### src/shared/tcp_pkg.sv
`default_nettype none
// ----------------------------------------------------------------
// timer array constants
// ----------------------------------------------------------------
package tcp_pkg;
    localparam int NCH = 8;
    localparam int CW  = 16;
    localparam int AW  = 8;

    typedef logic [CW-1:0] tcp_cnt_t;
    typedef logic [1:0]    tcp_mode_t;

    // channel modes, two bits per channel in the mode register
    localparam tcp_mode_t MODE_CAPT    = 2'h0;
    localparam tcp_mode_t MODE_ONESHOT = 2'h1;
    localparam tcp_mode_t MODE_PWM     = 2'h2;
    localparam tcp_mode_t MODE_OFF     = 2'h3;

    localparam tcp_cnt_t CNT_ZERO = 16'h0000;
    localparam tcp_cnt_t CNT_ONE  = 16'h0001;
    localparam tcp_cnt_t CNT_MAX  = 16'hffff;

    // only even channels may lead a group
    localparam logic [NCH-1:0] EVEN_MASK = 8'h55;

    // register byte offsets
    localparam logic [AW-1:0] OFF_START    = 8'h00;
    localparam logic [AW-1:0] OFF_STOP     = 8'h04;
    localparam logic [AW-1:0] OFF_RUN      = 8'h08;
    localparam logic [AW-1:0] OFF_MODE     = 8'h0c;
    localparam logic [AW-1:0] OFF_MASTER   = 8'h10;
    localparam logic [AW-1:0] OFF_OVF      = 8'h14;
    localparam logic [AW-1:0] OFF_IRQ_ST   = 8'h18;
    localparam logic [AW-1:0] OFF_IRQ_MASK = 8'h1c;
    localparam logic [AW-1:0] OFF_DATA     = 8'h40;

    localparam logic [2*NCH-1:0] MODE_RST   = 16'hffff;
    localparam logic [NCH-1:0]   MASTER_RST = 8'h00;
    localparam logic [NCH-1:0]   MASK_RST   = 8'h00;

    localparam logic [1:0] RESP_OKAY   = 2'h0;
    localparam logic [1:0] RESP_SLVERR = 2'h2;
endpackage
`default_nettype wire

### src/shared/tcp_ch_if.sv
`timescale 1ns/10ps
`default_nettype none
// ----------------------------------------------------------------
// control side to one channel counter
// ----------------------------------------------------------------
interface tcp_ch_if;
    import tcp_pkg::*;
    tcp_mode_t mode;
    logic      master;
    logic      run;
    tcp_cnt_t  preset;
    logic      tin_edge;
    logic      sync;
    logic      cap_stb;
    tcp_cnt_t  cap_val;
    logic      ovf;
    logic      tout;
    logic      evt;
    logic      tick;

    modport ctl (output mode, master, run, preset, tin_edge, sync,
                 input cap_stb, cap_val, ovf, tout, evt, tick);
    modport chan (input mode, master, run, preset, tin_edge, sync,
                  output cap_stb, cap_val, ovf, tout, evt, tick);
endinterface
`default_nettype wire

### src/rtl/tcp_chan.sv
`timescale 1ns/10ps
`default_nettype none
// ----------------------------------------------------------------
// one 16-bit timer channel
// ----------------------------------------------------------------
module tcp_chan
    import tcp_pkg::*;
(
    input  wire logic aclk,
    input  wire logic aresetn,
    tcp_ch_if.chan    ch
);
    typedef enum {CH_IDLE, CH_COUNT} tcp_ch_st_e;

    tcp_ch_st_e st_ff;
    tcp_cnt_t   cnt_ff;
    tcp_cnt_t   cap_val_ff;
    logic       run_d_ff;
    logic       wrap_ff;
    logic       cap_stb_ff;
    logic       ovf_ff;
    logic       tout_ff;
    logic       evt_ff;
    logic       tick_ff;
    logic       hit;
    logic       start;
    logic       capt;

    assign hit   = (cnt_ff == ch.preset);
    assign start = ch.run & ~run_d_ff;
    assign capt  = ch.run & (ch.mode == MODE_CAPT);

    // counting, pulse shaping and events; stopping clears the counter
    always_ff @(posedge aclk) begin
        if (!aresetn || !ch.run) begin
            st_ff   <= CH_IDLE;
            cnt_ff  <= CNT_ZERO;
            tout_ff <= 1'b0;
            tick_ff <= 1'b0;
            evt_ff  <= 1'b0;
        end else begin
            tick_ff <= 1'b0;
            evt_ff  <= 1'b0;
            if (ch.mode == MODE_CAPT) begin
                cnt_ff <= ch.tin_edge ? CNT_ZERO : cnt_ff + CNT_ONE; // [RQ1]
                evt_ff <= ch.tin_edge; // [RQ1]
            end else if (ch.mode == MODE_PWM && ch.master) begin
                // period is preset+1 clocks; a preset lowered below the count wraps once
                if (start || hit) begin
                    cnt_ff  <= CNT_ZERO; // [RQ7]
                    tick_ff <= 1'b1; // [RQ8]
                    evt_ff  <= 1'b1; // [RQ8]
                end else begin
                    cnt_ff <= cnt_ff + CNT_ONE;
                end
            end else if (ch.mode != MODE_OFF) begin
                case (st_ff)
                    CH_IDLE: begin
                        if (ch.master && ch.tin_edge) begin
                            st_ff  <= CH_COUNT; // [RQ4]
                            cnt_ff <= CNT_ZERO;
                        end else if (!ch.master && ch.sync) begin
                            cnt_ff  <= CNT_ONE;
                            tout_ff <= (ch.preset != CNT_ZERO); // [RQ10]
                            st_ff   <= (ch.preset != CNT_ZERO) ? CH_COUNT : CH_IDLE;
                        end
                    end
                    CH_COUNT: begin
                        if (!ch.master && ch.sync) begin
                            cnt_ff  <= CNT_ONE; // [RQ10]
                            tout_ff <= (ch.preset != CNT_ZERO);
                        end else if (hit) begin
                            st_ff   <= CH_IDLE;
                            tout_ff <= 1'b0; // [RQ10]
                            tick_ff <= ch.master; // [RQ3]
                            evt_ff  <= 1'b1; // [RQ4]
                        end else begin
                            cnt_ff <= cnt_ff + CNT_ONE;
                        end
                    end
                    default: st_ff <= CH_IDLE;
                endcase
            end
        end
    end

    // capture and overflow tracking
    always_ff @(posedge aclk) begin
        if (!aresetn) begin
            run_d_ff   <= 1'b0;
            wrap_ff    <= 1'b0;
            ovf_ff     <= 1'b0;
            cap_stb_ff <= 1'b0;
            cap_val_ff <= CNT_ZERO;
        end else begin
            run_d_ff   <= ch.run;
            cap_stb_ff <= capt & ch.tin_edge; // [RQ1]
            if (capt && ch.tin_edge) begin
                cap_val_ff <= cnt_ff; // [RQ1]
                ovf_ff     <= wrap_ff; // [RQ9]
                wrap_ff    <= 1'b0;
            end else if (capt && cnt_ff == CNT_MAX) begin
                wrap_ff <= 1'b1; // [RQ9]
            end
        end
    end

    assign ch.cap_stb = cap_stb_ff;
    assign ch.cap_val = cap_val_ff;
    assign ch.ovf     = ovf_ff;
    assign ch.tout    = tout_ff;
    assign ch.evt     = evt_ff;
    assign ch.tick    = tick_ff;
endmodule
`default_nettype wire

### src/rtl/tcp_top.sv
// Implementation choices: the register addresses and the AXI4-Lite slave port.
`timescale 1ns/10ps
`default_nettype none
// Behaviour
// RQ1: an interval channel stores its running count in its data register on each input edge and interrupts.
// RQ2: writing a start bit starts that channel and its running flag reads set while it operates.
// RQ3: a one-shot pairs a master whose data sets the delay with a slave whose data sets the width.
// RQ4: a one-shot starts on an edge at the master input, the pulse leaves the slave pin, both interrupt.
// RQ5: only even channels can be masters; odd channels are slaves only.
// RQ6: a slave's number is above its master's and at most the last channel.
// RQ7: in PWM the master data sets the period, the slave data the duty, output on the slave pin.
// RQ8: in multiple PWM one master gives a common period to several slaves, each with its own duty.
// RQ9: the overflow flag sets if the count wraps before a capture and clears on a capture without wrap.
// RQ10: a PWM slave output goes active at each period start and inactive when its count meets the duty.
module tcp_top
    import tcp_pkg::*;
(
    input  wire logic            aclk,
    input  wire logic            aresetn,
    input  wire logic            awvalid,
    output logic                 awready,
    input  wire logic [AW-1:0]   awaddr,
    input  wire logic            wvalid,
    output logic                 wready,
    input  wire logic [31:0]     wdata,
    input  wire logic [3:0]      wstrb,
    output logic                 bvalid,
    input  wire logic            bready,
    output logic [1:0]           bresp,
    input  wire logic            arvalid,
    output logic                 arready,
    input  wire logic [AW-1:0]   araddr,
    output logic                 rvalid,
    input  wire logic            rready,
    output logic [31:0]          rdata,
    output logic [1:0]           rresp,
    input  wire logic [NCH-1:0]  timer_input_pin,
    output logic [NCH-1:0]       timer_output_pin,
    output logic [NCH-1:0]       channel_interrupt,
    output logic                 irq
);
    // ----------------------------------------------------------------
    // state
    // ----------------------------------------------------------------
    tcp_cnt_t          data_ff [NCH];
    logic [NCH-1:0]    run_ff;
    logic [2*NCH-1:0]  mode_ff;
    logic [NCH-1:0]    master_ff;
    logic [NCH-1:0]    irq_st_ff;
    logic [NCH-1:0]    irq_mask_ff;
    logic              irq_ff;
    logic [NCH-1:0]    tin_s1_ff;
    logic [NCH-1:0]    tin_s2_ff;
    logic [NCH-1:0]    tin_s3_ff;
    logic              aw_hold_ff;
    logic              w_hold_ff;
    logic [AW-1:0]     wr_addr_ff;
    logic [31:0]       wr_data_ff;
    logic [3:0]        wr_strb_ff;
    logic              bvalid_ff;
    logic [1:0]        bresp_ff;
    logic              rvalid_ff;
    logic [31:0]       rdata_ff;
    logic [1:0]        rresp_ff;

    logic [NCH-1:0]    master_eff;
    logic [NCH-1:0]    own_vld;
    logic [2:0]        own_idx [NCH];
    logic [NCH-1:0]    tick;
    logic [NCH-1:0]    evt;
    logic [NCH-1:0]    cap_stb;
    logic [NCH-1:0]    ovf;
    logic [NCH-1:0]    tout;
    tcp_cnt_t          cap_val [NCH];
    logic              wr_do;
    logic              ar_fire;
    logic              rd_clr;
    logic              wr_hit;
    logic [31:0]       rd_val;
    logic              rd_hit;

    // ----------------------------------------------------------------
    // helpers
    // ----------------------------------------------------------------
    // byte-lane merge for partial writes
    function automatic logic [31:0] merge(input logic [31:0] old, input logic [31:0] nw,
                                          input logic [3:0] strb);
        logic [31:0] res;
        res = old;
        for (int b = 0; b < 4; b++) begin
            if (strb[b]) begin
                res[8*b +: 8] = nw[8*b +: 8];
            end
        end
        return res;
    endfunction

    function automatic logic is_data(input logic [AW-1:0] a);
        return a[AW-1:5] == OFF_DATA[AW-1:5];
    endfunction

    // ----------------------------------------------------------------
    // pin synchronisers and edge detect
    // ----------------------------------------------------------------
    // pins are asynchronous; the edge compares stages two and three only
    always_ff @(posedge aclk) begin
        if (!aresetn) begin
            tin_s1_ff <= '0;
            tin_s2_ff <= '0;
            tin_s3_ff <= '0;
        end else begin
            tin_s1_ff <= timer_input_pin;
            tin_s2_ff <= tin_s1_ff;
            tin_s3_ff <= tin_s2_ff;
        end
    end

    // ----------------------------------------------------------------
    // master and slave grouping
    // ----------------------------------------------------------------
    assign master_eff = master_ff & EVEN_MASK; // [RQ5]

    // each slave follows the nearest enabled master below it
    always_comb begin
        for (int i = 0; i < NCH; i++) begin
            own_vld[i] = 1'b0;
            own_idx[i] = 3'h0;
            for (int j = 0; j < i; j += 2) begin
                if (master_eff[j]) begin
                    own_vld[i] = 1'b1; // [RQ6]
                    own_idx[i] = 3'(j);
                end
            end
            if (master_eff[i]) begin
                own_vld[i] = 1'b0; // [RQ5]
            end
        end
    end

    // ----------------------------------------------------------------
    // channels
    // ----------------------------------------------------------------
    tcp_ch_if ch [NCH] ();

    for (genvar g = 0; g < NCH; g++) begin : g_ch
        assign ch[g].mode     = mode_ff[2*g +: 2];
        assign ch[g].master   = master_eff[g];
        assign ch[g].run      = run_ff[g];
        assign ch[g].preset   = data_ff[g]; // [RQ7]
        assign ch[g].tin_edge = tin_s2_ff[g] & ~tin_s3_ff[g];
        assign ch[g].sync     = own_vld[g] & tick[own_idx[g]]; // [RQ8]
        assign tick[g]        = ch[g].tick;
        assign evt[g]         = ch[g].evt;
        assign cap_stb[g]     = ch[g].cap_stb;
        assign cap_val[g]     = ch[g].cap_val;
        assign ovf[g]         = ch[g].ovf;
        assign tout[g]        = ch[g].tout;

        tcp_chan u_chan (
            .aclk    (aclk),
            .aresetn (aresetn),
            .ch      (ch[g])
        );
    end

    assign timer_output_pin  = tout; // [RQ4]
    assign channel_interrupt = evt;

    // ----------------------------------------------------------------
    // write channel
    // ----------------------------------------------------------------
    assign awready = ~aw_hold_ff;
    assign wready  = ~w_hold_ff;
    assign bvalid  = bvalid_ff;
    assign bresp   = bresp_ff;
    assign wr_do   = aw_hold_ff & w_hold_ff & ~bvalid_ff;

    assign wr_hit = is_data(wr_addr_ff)
                  || wr_addr_ff == OFF_START || wr_addr_ff == OFF_STOP
                  || wr_addr_ff == OFF_MODE || wr_addr_ff == OFF_MASTER
                  || wr_addr_ff == OFF_IRQ_MASK;

    // address and data latch independently, the write runs once both are held
    always_ff @(posedge aclk) begin
        if (!aresetn) begin
            aw_hold_ff <= 1'b0;
            w_hold_ff  <= 1'b0;
            wr_addr_ff <= '0;
            wr_data_ff <= '0;
            wr_strb_ff <= '0;
            bvalid_ff  <= 1'b0;
            bresp_ff   <= RESP_OKAY;
        end else begin
            if (awvalid && !aw_hold_ff) begin
                aw_hold_ff <= 1'b1;
                wr_addr_ff <= awaddr;
            end
            if (wvalid && !w_hold_ff) begin
                w_hold_ff  <= 1'b1;
                wr_data_ff <= wdata;
                wr_strb_ff <= wstrb;
            end
            if (wr_do) begin
                aw_hold_ff <= 1'b0;
                w_hold_ff  <= 1'b0;
                bvalid_ff  <= 1'b1;
                bresp_ff   <= wr_hit ? RESP_OKAY : RESP_SLVERR;
            end else if (bready) begin
                bvalid_ff <= 1'b0;
            end
        end
    end

    // ----------------------------------------------------------------
    // software registers
    // ----------------------------------------------------------------
    // start sets, stop clears; a start and a stop never share a write
    always_ff @(posedge aclk) begin
        if (!aresetn) begin
            run_ff <= '0;
        end else if (wr_do && wr_addr_ff == OFF_START && wr_strb_ff[0]) begin
            run_ff <= run_ff | wr_data_ff[NCH-1:0]; // [RQ2]
        end else if (wr_do && wr_addr_ff == OFF_STOP && wr_strb_ff[0]) begin
            run_ff <= run_ff & ~wr_data_ff[NCH-1:0];
        end
    end

    // configuration
    always_ff @(posedge aclk) begin
        if (!aresetn) begin
            mode_ff     <= MODE_RST;
            master_ff   <= MASTER_RST;
            irq_mask_ff <= MASK_RST;
        end else if (wr_do) begin
            if (wr_addr_ff == OFF_MODE) begin
                mode_ff <= (2*NCH)'(merge({16'h0000, mode_ff}, wr_data_ff, wr_strb_ff));
            end
            if (wr_addr_ff == OFF_MASTER) begin
                master_ff <= NCH'(merge({24'h000000, master_ff}, wr_data_ff, wr_strb_ff));
            end
            if (wr_addr_ff == OFF_IRQ_MASK) begin
                irq_mask_ff <= NCH'(merge({24'h000000, irq_mask_ff}, wr_data_ff, wr_strb_ff));
            end
        end
    end

    // data registers; a capture beats a software write in the same cycle
    always_ff @(posedge aclk) begin
        if (!aresetn) begin
            for (int i = 0; i < NCH; i++) begin
                data_ff[i] <= CNT_ZERO;
            end
        end else begin
            for (int i = 0; i < NCH; i++) begin
                if (cap_stb[i]) begin
                    data_ff[i] <= cap_val[i]; // [RQ1]
                end else if (wr_do && is_data(wr_addr_ff) && wr_addr_ff[4:2] == 3'(i)) begin
                    data_ff[i] <= CW'(merge({16'h0000, data_ff[i]}, wr_data_ff, wr_strb_ff)); // [RQ3]
                end
            end
        end
    end

    // ----------------------------------------------------------------
    // interrupts
    // ----------------------------------------------------------------
    // sticky status, cleared by reading it; a new event in that cycle survives
    always_ff @(posedge aclk) begin
        if (!aresetn) begin
            irq_st_ff <= '0;
            irq_ff    <= 1'b0;
        end else begin
            irq_st_ff <= (rd_clr ? '0 : irq_st_ff) | evt; // [RQ4]
            irq_ff    <= |(irq_st_ff & irq_mask_ff);
        end
    end

    assign irq = irq_ff;

    // ----------------------------------------------------------------
    // read channel
    // ----------------------------------------------------------------
    assign arready = ~rvalid_ff;
    assign ar_fire = arvalid & ~rvalid_ff;
    assign rd_clr  = ar_fire && araddr == OFF_IRQ_ST;
    assign rvalid  = rvalid_ff;
    assign rdata   = rdata_ff;
    assign rresp   = rresp_ff;

    // read mux; start and stop are write-only and read zero
    always_comb begin
        rd_val = 32'h00000000;
        rd_hit = 1'b1;
        if (is_data(araddr)) begin
            rd_val[CW-1:0] = data_ff[araddr[4:2]];
        end else begin
            case (araddr)
                OFF_START, OFF_STOP: rd_val = 32'h00000000;
                OFF_RUN:      rd_val[NCH-1:0] = run_ff; // [RQ2]
                OFF_MODE:     rd_val[2*NCH-1:0] = mode_ff;
                OFF_MASTER:   rd_val[NCH-1:0] = master_eff;
                OFF_OVF:      rd_val[NCH-1:0] = ovf; // [RQ9]
                OFF_IRQ_ST:   rd_val[NCH-1:0] = irq_st_ff;
                OFF_IRQ_MASK: rd_val[NCH-1:0] = irq_mask_ff;
                default:      rd_hit = 1'b0;
            endcase
        end
    end

    always_ff @(posedge aclk) begin
        if (!aresetn) begin
            rvalid_ff <= 1'b0;
            rdata_ff  <= '0;
            rresp_ff  <= RESP_OKAY;
        end else if (ar_fire) begin
            rvalid_ff <= 1'b1;
            rdata_ff  <= rd_val;
            rresp_ff  <= rd_hit ? RESP_OKAY : RESP_SLVERR;
        end else if (rready) begin
            rvalid_ff <= 1'b0;
        end
    end
endmodule
`default_nettype wire

### config.mk
export PLATFORM = sky130hd
export DESIGN_NAME = tcp_top
export DESIGN_NICKNAME = d
export VERILOG_FILES = /design/src/shared/tcp_pkg.sv /design/src/shared/tcp_ch_if.sv /design/src/rtl/tcp_chan.sv /design/src/rtl/tcp_top.sv
export SDC_FILE = /design/constraint.sdc
export NUM_CORES = 1
export LEC_CHECK = 0
export ABC_AREA = 1
export BUFFER_PORTS_ARGS = -buffer_cell sky130_fd_sc_hd__buf_2
export CORE_MARGIN = 2
export CORE_UTILIZATION = 35
export CTS_BUF_LIST = sky130_fd_sc_hd__clkbuf_8
export DETAILED_ROUTE_END_ITERATION = 16
export PLACE_DENSITY_LB_ADDON = 0.2
export SYNTH_ARGS = -nofsm -noshare
export SYNTH_HDL_FRONTEND = slang
export SYNTH_SLANG_ARGS = --single-unit
### constraint.sdc
create_clock -name aclk -period 2.95 [get_ports aclk]
set_clock_uncertainty 0.05 [all_clocks]
set_input_delay 0.59 -clock aclk [delete_from_list [all_inputs] [get_ports aclk]]
set_output_delay 0.59 -clock aclk [all_outputs]
set_load 0.05 [all_outputs]
Word-level counts from Yosys, hierarchy flattened

Memory sizes are Yosys's and may differ from the RTL's.
Index checks and enable logic that the tools add are counted.

Mux-type cells: 371
Reductions and logical operators: 168
Magnitude comparators: 3
Bitwise logic cells: 88
Add/subtract/negate cells: 8
Equal/unequal tests: 108

Operators by type and width:

| cell                  | count |
|---|---|
| $mux 16               | 75 |
| $mux 32               | 26 |
| $mux 8                | 68 |
| $pmux 32 s2           | 8 |
| $eq 32x1->1 const B   | 8 |
| $logic_not 32->1      | 8 |
| $pmux 16 s2           | 8 |
| $mux 1                | 170 |
| $add 16x1->16 const B | 8 |
| $eq 16x16->1          | 8 |
| $eq 16x16->1 const B  | 8 |
| $reduce_bool 16->1    | 7 |
| $eq 8x5->1 const B    | 6 |
| $pmux 8 s6            | 1 |
| $reduce_and 5->1      | 9 |
| $ne 2x2->1 const B    | 22 |
| $logic_and 1x1->1     | 43 |
| $and 1x1->1           | 38 |
| $reduce_and 4->1      | 8 |
| $not 1->1             | 29 |
| $reduce_bool 2->1     | 14 |
| $reduce_or 2->1       | 13 |
| $eq 8x4->1 const B    | 3 |
| $ne 2x1->1 const B    | 12 |
| other kinds (31)      | 146 |

Output and inout bits: 58
Bits of input ports: 67
Bits in writable memories: 128
Memories kept: 1
Register bits: 681

Memory list:

| memory  | depth | bits a word | read ports | clocked after Yosys merged registers in | wr ports | RTL line      | RTL |
|---|---|---|---|---|---|---|---|
| data_ff | 8     | 16          | 9          | 0                                       | 8        | tcp_top.sv:45 | `tcp_cnt_t data_ff [NCH];` |

Depth between registers and ports, before layout

Depth after elaboration: 12
Mapped depth: 17

By module

Synthesis repeated with hierarchy kept, for this count alone.

Cell total of the unflattened synthesis: 4,565
Area total of the unflattened synthesis: 31,784.2 um2

Modules (own cells, without submodules):

| module                        | area an instance (um2) | instances | cells each |
|---|---|---|---|
| tcp_chan (g_ch[1].u_chan ...) | 2,477.4                | 7         | 386 |
| tcp_top                       | 12,012.8               | 1         | 1,474 |
| tcp_chan (g_ch[0].u_chan)     | 2,429.8                | 1         | 389 |

Worst setup path after synthesis

OpenSTA, ideal clock, no wires.

Kind: input-to-reg
Start: input port aresetn
End: memory data_ff[5][0] (netlist name), enable pin
Stages on the path: 6
Required time: 2.516 ns
Data arrival time: 2.069 ns
Buffers on the path: 2
Path slack: 0.447 ns
Cell sequence: buf_2 -> inv_1 -> buf_2 -> nor3_1 -> nand3_1 -> o21ai_0

RTL lines:

| what        | RTL line      | RTL |
|---|---|---|
| from (decl) | tcp_top.sv:19 | `input wire logic aresetn,` |
| to (decl)   | tcp_top.sv:45 |  |

==> parameters.txt <==
Parameter                              Value

Setup path
  Arr. time, crit path    around 3 ns
  Worst-path fanout max    8
  Kind of cell with the highest combined delay on the critical path    simple AND/OR/NAND/NOR gates
  Delay of the slowest critical-path stage    about 0.49 ns
  Critical path capture point type    flop
  R2R depth    10
  CP Buf/Inv Count    5
  Required time worst endpoint    3.27 ns
  Path type of the worst setup path    reg -> reg
  List of cells traversed by the critical path    inv_1, nor3_2, inv_2, nor2_4, inv_1, nor4_1, inv_1, nand3_1, o21ai_0, inv_1
  CP max-delay cell    sky130_fd_sc_hd__nor4_1
  Depth of the critical timing path with buffers and inverters included    10
  Most used cell, CP    sky130_fd_sc_hd__inv_1
  Crit path launch type    flop

Timing
  RSZ-0062 raised after global routing    no
  Number of pins with negative max-slew slack in the final report    0
  Final Hold Violating Endpoints    0
  Setup-violating endpoint count in the final report    0
  Worst slew margin relative to its limit    22.59%
  Clock period minus worst slack    about 2.7 ns
  Setup total negative slack    0 ns
  Final worst path period share    between 90% and 100%
  Highest clock rate    373.2 MHz
  Pin slew with the least headroom to its limit    1.155 ns

Clock network
  H-tree lvl count    3
  Number of buffers added for setup after CTS    0
  Maximum clock insertion buffer count    3
  Clock root buffer master    sky130_fd_sc_hd__clkbuf_8
  Number of buffers created by CTS    a little over 100
  Gates resized, CTS repair    0
  Clock Pin Slew Worst Setup and Hold Paths    0.06 ns
  Number of hold-repair buffers added at the cts stage    7
  CTS tree    built
  Sinks on the clock net    approximately 560
  Clock latency reported for the late side of the worst-skew pair    ~0.72 ns

Yosys
  Combined area of all synthesized cells    approximately 28000 sq um
  Number of enable flip-flop cells after synthesis    128
  Syn Area/Cell    7.350 sq um
  Sequential element share of the synthesized area    between 40% and 50%
  Synthesis-stage register bit count    roughly 560
  Total of warnings raised by yosys    0
  Share of synthesized registers carrying an async set or reset    0%
  Main synth FF type    sky130_fd_sc_hd__dfxtp_1
  Cell count after synthesis    roughly 3800
  Yosys cell types    52

Final layout
  Fraction of layout cells with a size suffix above 1    between 9 and 10%
  Post-layout net count    about 4100
  Area delta synth->final    13.45%
  Count of filler cells inserted in the layout    8450
  Post-layout utilization of the core    39.92%

Placement
  Port-buffer cells    between 80 and 90
  Final Wtd Congestion    about 0.95
  Half-perimeter wire length of the detailed placement result    between 70 and 80 mm

Min path
  Number of instances on the worst hold path    3
  Path type of the worst min-delay path    in -> reg

Floorplanning
  Ports placed on the boundary    125
  Placement row count    between 100 and 150
  Total Die Area    between 80000 and 90000 sq um
  Area of the placeable core    80290 sq um
  Initial core utilization    a little over a third
  X dimension of the die    between 200 and 300 microns
  Chip height    288.1 microns

Global routing
  First-pass GRT wire length    roughly 150 mm
  Via count of the first global-routing pass    24340
  Antenna violations before repair    2
  GR Util All Layers    24.24%
  Maximum number of pins on one net before global-route repair    80
  Overflow after GRT    0

Drt
  DRT Wirelength    between 100 and 150 mm
  Final routed DRC violation total    0
  Number of vias per cell    a little over 5
  Iteration count of the initial detailed-routing pass    8
  Initial drt markers    ~2800
  Detailed-route wire length per cell    approximately 20 microns
  Via count of the routed design    about 27000
  Number of nets still failing antenna checks after routing    0

Outcome
  Run status    completed

Job
  Maxcap violations    0

Pwr
  Reported leakage power    12.67 nW
  Power density of the placed cells    509.3 nW/um^2
  Maximum vdd drop    roughly 0.33 mV
[cells in the mapped netlist, types with 6 or more instances]
cell | n | area, sq um
sky130_fd_sc_hd__inv_1 | 600 | 2252
sky130_fd_sc_hd__a31oi_1 | 11 | 68.82
sky130_fd_sc_hd__buf_4 | 39 | 292.8
sky130_fd_sc_hd__a22oi_1 | 22 | 165.2
sky130_fd_sc_hd__clkbuf_1 | 93 | 349.1
sky130_fd_sc_hd__nand2_1 | 707 | 2654
sky130_fd_sc_hd__nor2_2 | 9 | 56.30
sky130_fd_sc_hd__dfxtp_1 | 428 | 8568
sky130_fd_sc_hd__or2_2 | 9 | 56.30
sky130_fd_sc_hd__o21ai_0 | 216 | 1081
sky130_fd_sc_hd__o211ai_1 | 26 | 195.2
sky130_fd_sc_hd__nand2_2 | 12 | 75.07
sky130_fd_sc_hd__nor3_1 | 81 | 405.4
sky130_fd_sc_hd__inv_2 | 12 | 45.04
sky130_fd_sc_hd__buf_1 | 6 | 22.52
sky130_fd_sc_hd__nand3_1 | 259 | 1296
sky130_fd_sc_hd__nand4_1 | 88 | 550.5
sky130_fd_sc_hd__o22ai_1 | 146 | 913.4
sky130_fd_sc_hd__xor2_1 | 106 | 928.4
sky130_fd_sc_hd__nor2_1 | 372 | 1396
sky130_fd_sc_hd__edfxtp_1 | 128 | 3844
sky130_fd_sc_hd__xnor2_1 | 44 | 385.4
sky130_fd_sc_hd__a211oi_1 | 17 | 127.6
sky130_fd_sc_hd__nor4_1 | 43 | 269.0
sky130_fd_sc_hd__a21oi_1 | 232 | 1161
sky130_fd_sc_hd__o2111ai_1 | 15 | 131.4
sky130_fd_sc_hd__clkinv_1 | 7 | 26.28
sky130_fd_sc_hd__nor3_2 | 6 | 60.06
sky130_fd_sc_hd__clkbuf_2 | 6 | 30.03
sky130_fd_sc_hd__o31ai_1 | 16 | 120.1
sky130_fd_sc_hd__buf_2 | 33 | 165.2
sky130_fd_sc_hd__ha_1 | 10 | 125.1
[final cells by class]
| cell class | count | area, sq um | share of cell area (%) |
|---|---|---|---|
| clock buffers | 120 | 1652 | 5.152 |
| inverters | 621 | 2338 | 7.295 |
| diodes | 5 | 12.51 | 0.03903 |
| clock inverters | 64 | 322.8 | 1.007 |
| multi-input cells | 2505 | 12690 | 39.58 |
| repair buffers | 198 | 1305 | 4.071 |
| well taps | 1060 | 1326 | 4.138 |
| flip-flops and latches | 556 | 12410 | 38.72 |
[worst min-delay path, delay by kind of cell]
family | cells | cell delay, ns
simple gates | 2 | 0.11
buf+inv | 1 | 0.08
[cell families after synthesis]
logic type               after synthesis  share of synthesized area, %
AND/OR/NAND/NOR                     1601                         24.80
buffers and inverters                801                         11.44
AO/OA/AOI/OAI                        725                         14.72
flip-flops                           556                         43.93
XOR/XNOR                             150                         4.650
adder cells (fa/ha/maj)               10                        0.4429
other                                  1                       0.01327
[routing by layer]
metal | track usage (%) | vias to the layer above | part of all wire [%] | wire length (microns)
li1 | - | 12970 | - | -
met1 | 35.53 | 12330 | 47 | 47930
met2 | 35.29 | 1074 | 41 | 42070
met3 | 4.596 | 173 | 8.5 | 8696
met4 | 8.523 | 0 | 3.2 | 3272
met5 | 0 | - | 0 | 0
[through the flow]
step | setup WS [ns] | hold slack [ns] | instances | area (sq um) | total power, mW
after global placement | 0.4532 | 0.3426 | 4933 | 30000 | 9.198
after detailed placement | 0.3905 | 0.3466 | 4933 | 30000 | 9.199
final | 0.2707 | 0.05237 | 5129 | 32050 | 16.32
after floorplan | 0.4467 | 0.3405 | 3862 | 28320 | 8.715
after global routing | 0.1132 | 0.05915 | 5127 | 32050 | 16.85
after CTS | 0.3631 | 0.003414 | 5124 | 32040 | 16.42
[power breakdown]
| part | total (mW) | switching [mW] | internal, mW |
|---|---|---|---|
| logic | 0.960 | 0.729 | 0.232 |
| registers | 8.11 | 0.201 | 7.91 |
| clock network | 7.25 | 3.41 | 3.84 |
| total | 16.3 | 4.34 | 12.0 |
[sequential cells by signal (all words and copies together) (netlist names), 16 cells and up, named ones only]
| register | count |
|---|---|
| rdata | 16 |
| mode_ff | 16 |
| g_ch.u_chan.ch.cap_val | 128 |
| g_ch.u_chan.cnt_ff | 128 |
| wr_data_ff | 16 |
| data_ff | 128 |
[cells in the final DEF, fill, tap and decap left out, types with 7 or more instances in the layout]
| cell | count |
|---|---|
| sky130_fd_sc_hd__nor2_1 | 370 |
| sky130_fd_sc_hd__nor4_1 | 43 |
| sky130_fd_sc_hd__inv_1 | 641 |
| sky130_fd_sc_hd__a22oi_1 | 22 |
| sky130_fd_sc_hd__or2_2 | 9 |
| sky130_fd_sc_hd__nor2_2 | 11 |
| sky130_fd_sc_hd__dlygate4sd3_1 | 7 |
| sky130_fd_sc_hd__o21ai_0 | 216 |
| sky130_fd_sc_hd__a31oi_1 | 11 |
| sky130_fd_sc_hd__inv_2 | 13 |
| sky130_fd_sc_hd__nor3_1 | 81 |
| sky130_fd_sc_hd__xnor2_1 | 44 |
| sky130_fd_sc_hd__a211oi_1 | 17 |
| sky130_fd_sc_hd__clkinv_1 | 16 |
| sky130_fd_sc_hd__o31ai_1 | 16 |
| sky130_fd_sc_hd__dfxtp_1 | 428 |
| sky130_fd_sc_hd__a21oi_1 | 232 |
| sky130_fd_sc_hd__nand3_1 | 259 |
| sky130_fd_sc_hd__o2111ai_1 | 15 |
| sky130_fd_sc_hd__buf_4 | 103 |
| sky130_fd_sc_hd__xor2_1 | 106 |
| sky130_fd_sc_hd__ha_1 | 10 |
| sky130_fd_sc_hd__nand4_1 | 88 |
| sky130_fd_sc_hd__edfxtp_1 | 128 |
| sky130_fd_sc_hd__nand2_2 | 12 |
| sky130_fd_sc_hd__conb_1 | 19 |
| sky130_fd_sc_hd__nand2_1 | 707 |
| sky130_fd_sc_hd__clkbuf_8 | 120 |
| sky130_fd_sc_hd__buf_2 | 86 |
| sky130_fd_sc_hd__o211ai_1 | 26 |
| sky130_fd_sc_hd__o22ai_1 | 146 |
[final timing paths]
path           startpoint            end  slack (ns)
max            aw_hold_ff  data_ff[1][6]        0.27
min             awaddr[1]  wr_addr_ff[1]        0.05
max reg2reg    aw_hold_ff  data_ff[1][6]        0.27
min reg2reg  tin_s1_ff[1]   tin_s2_ff[1]        0.36
No activity file was read; power rests on OpenSTA's default activity.
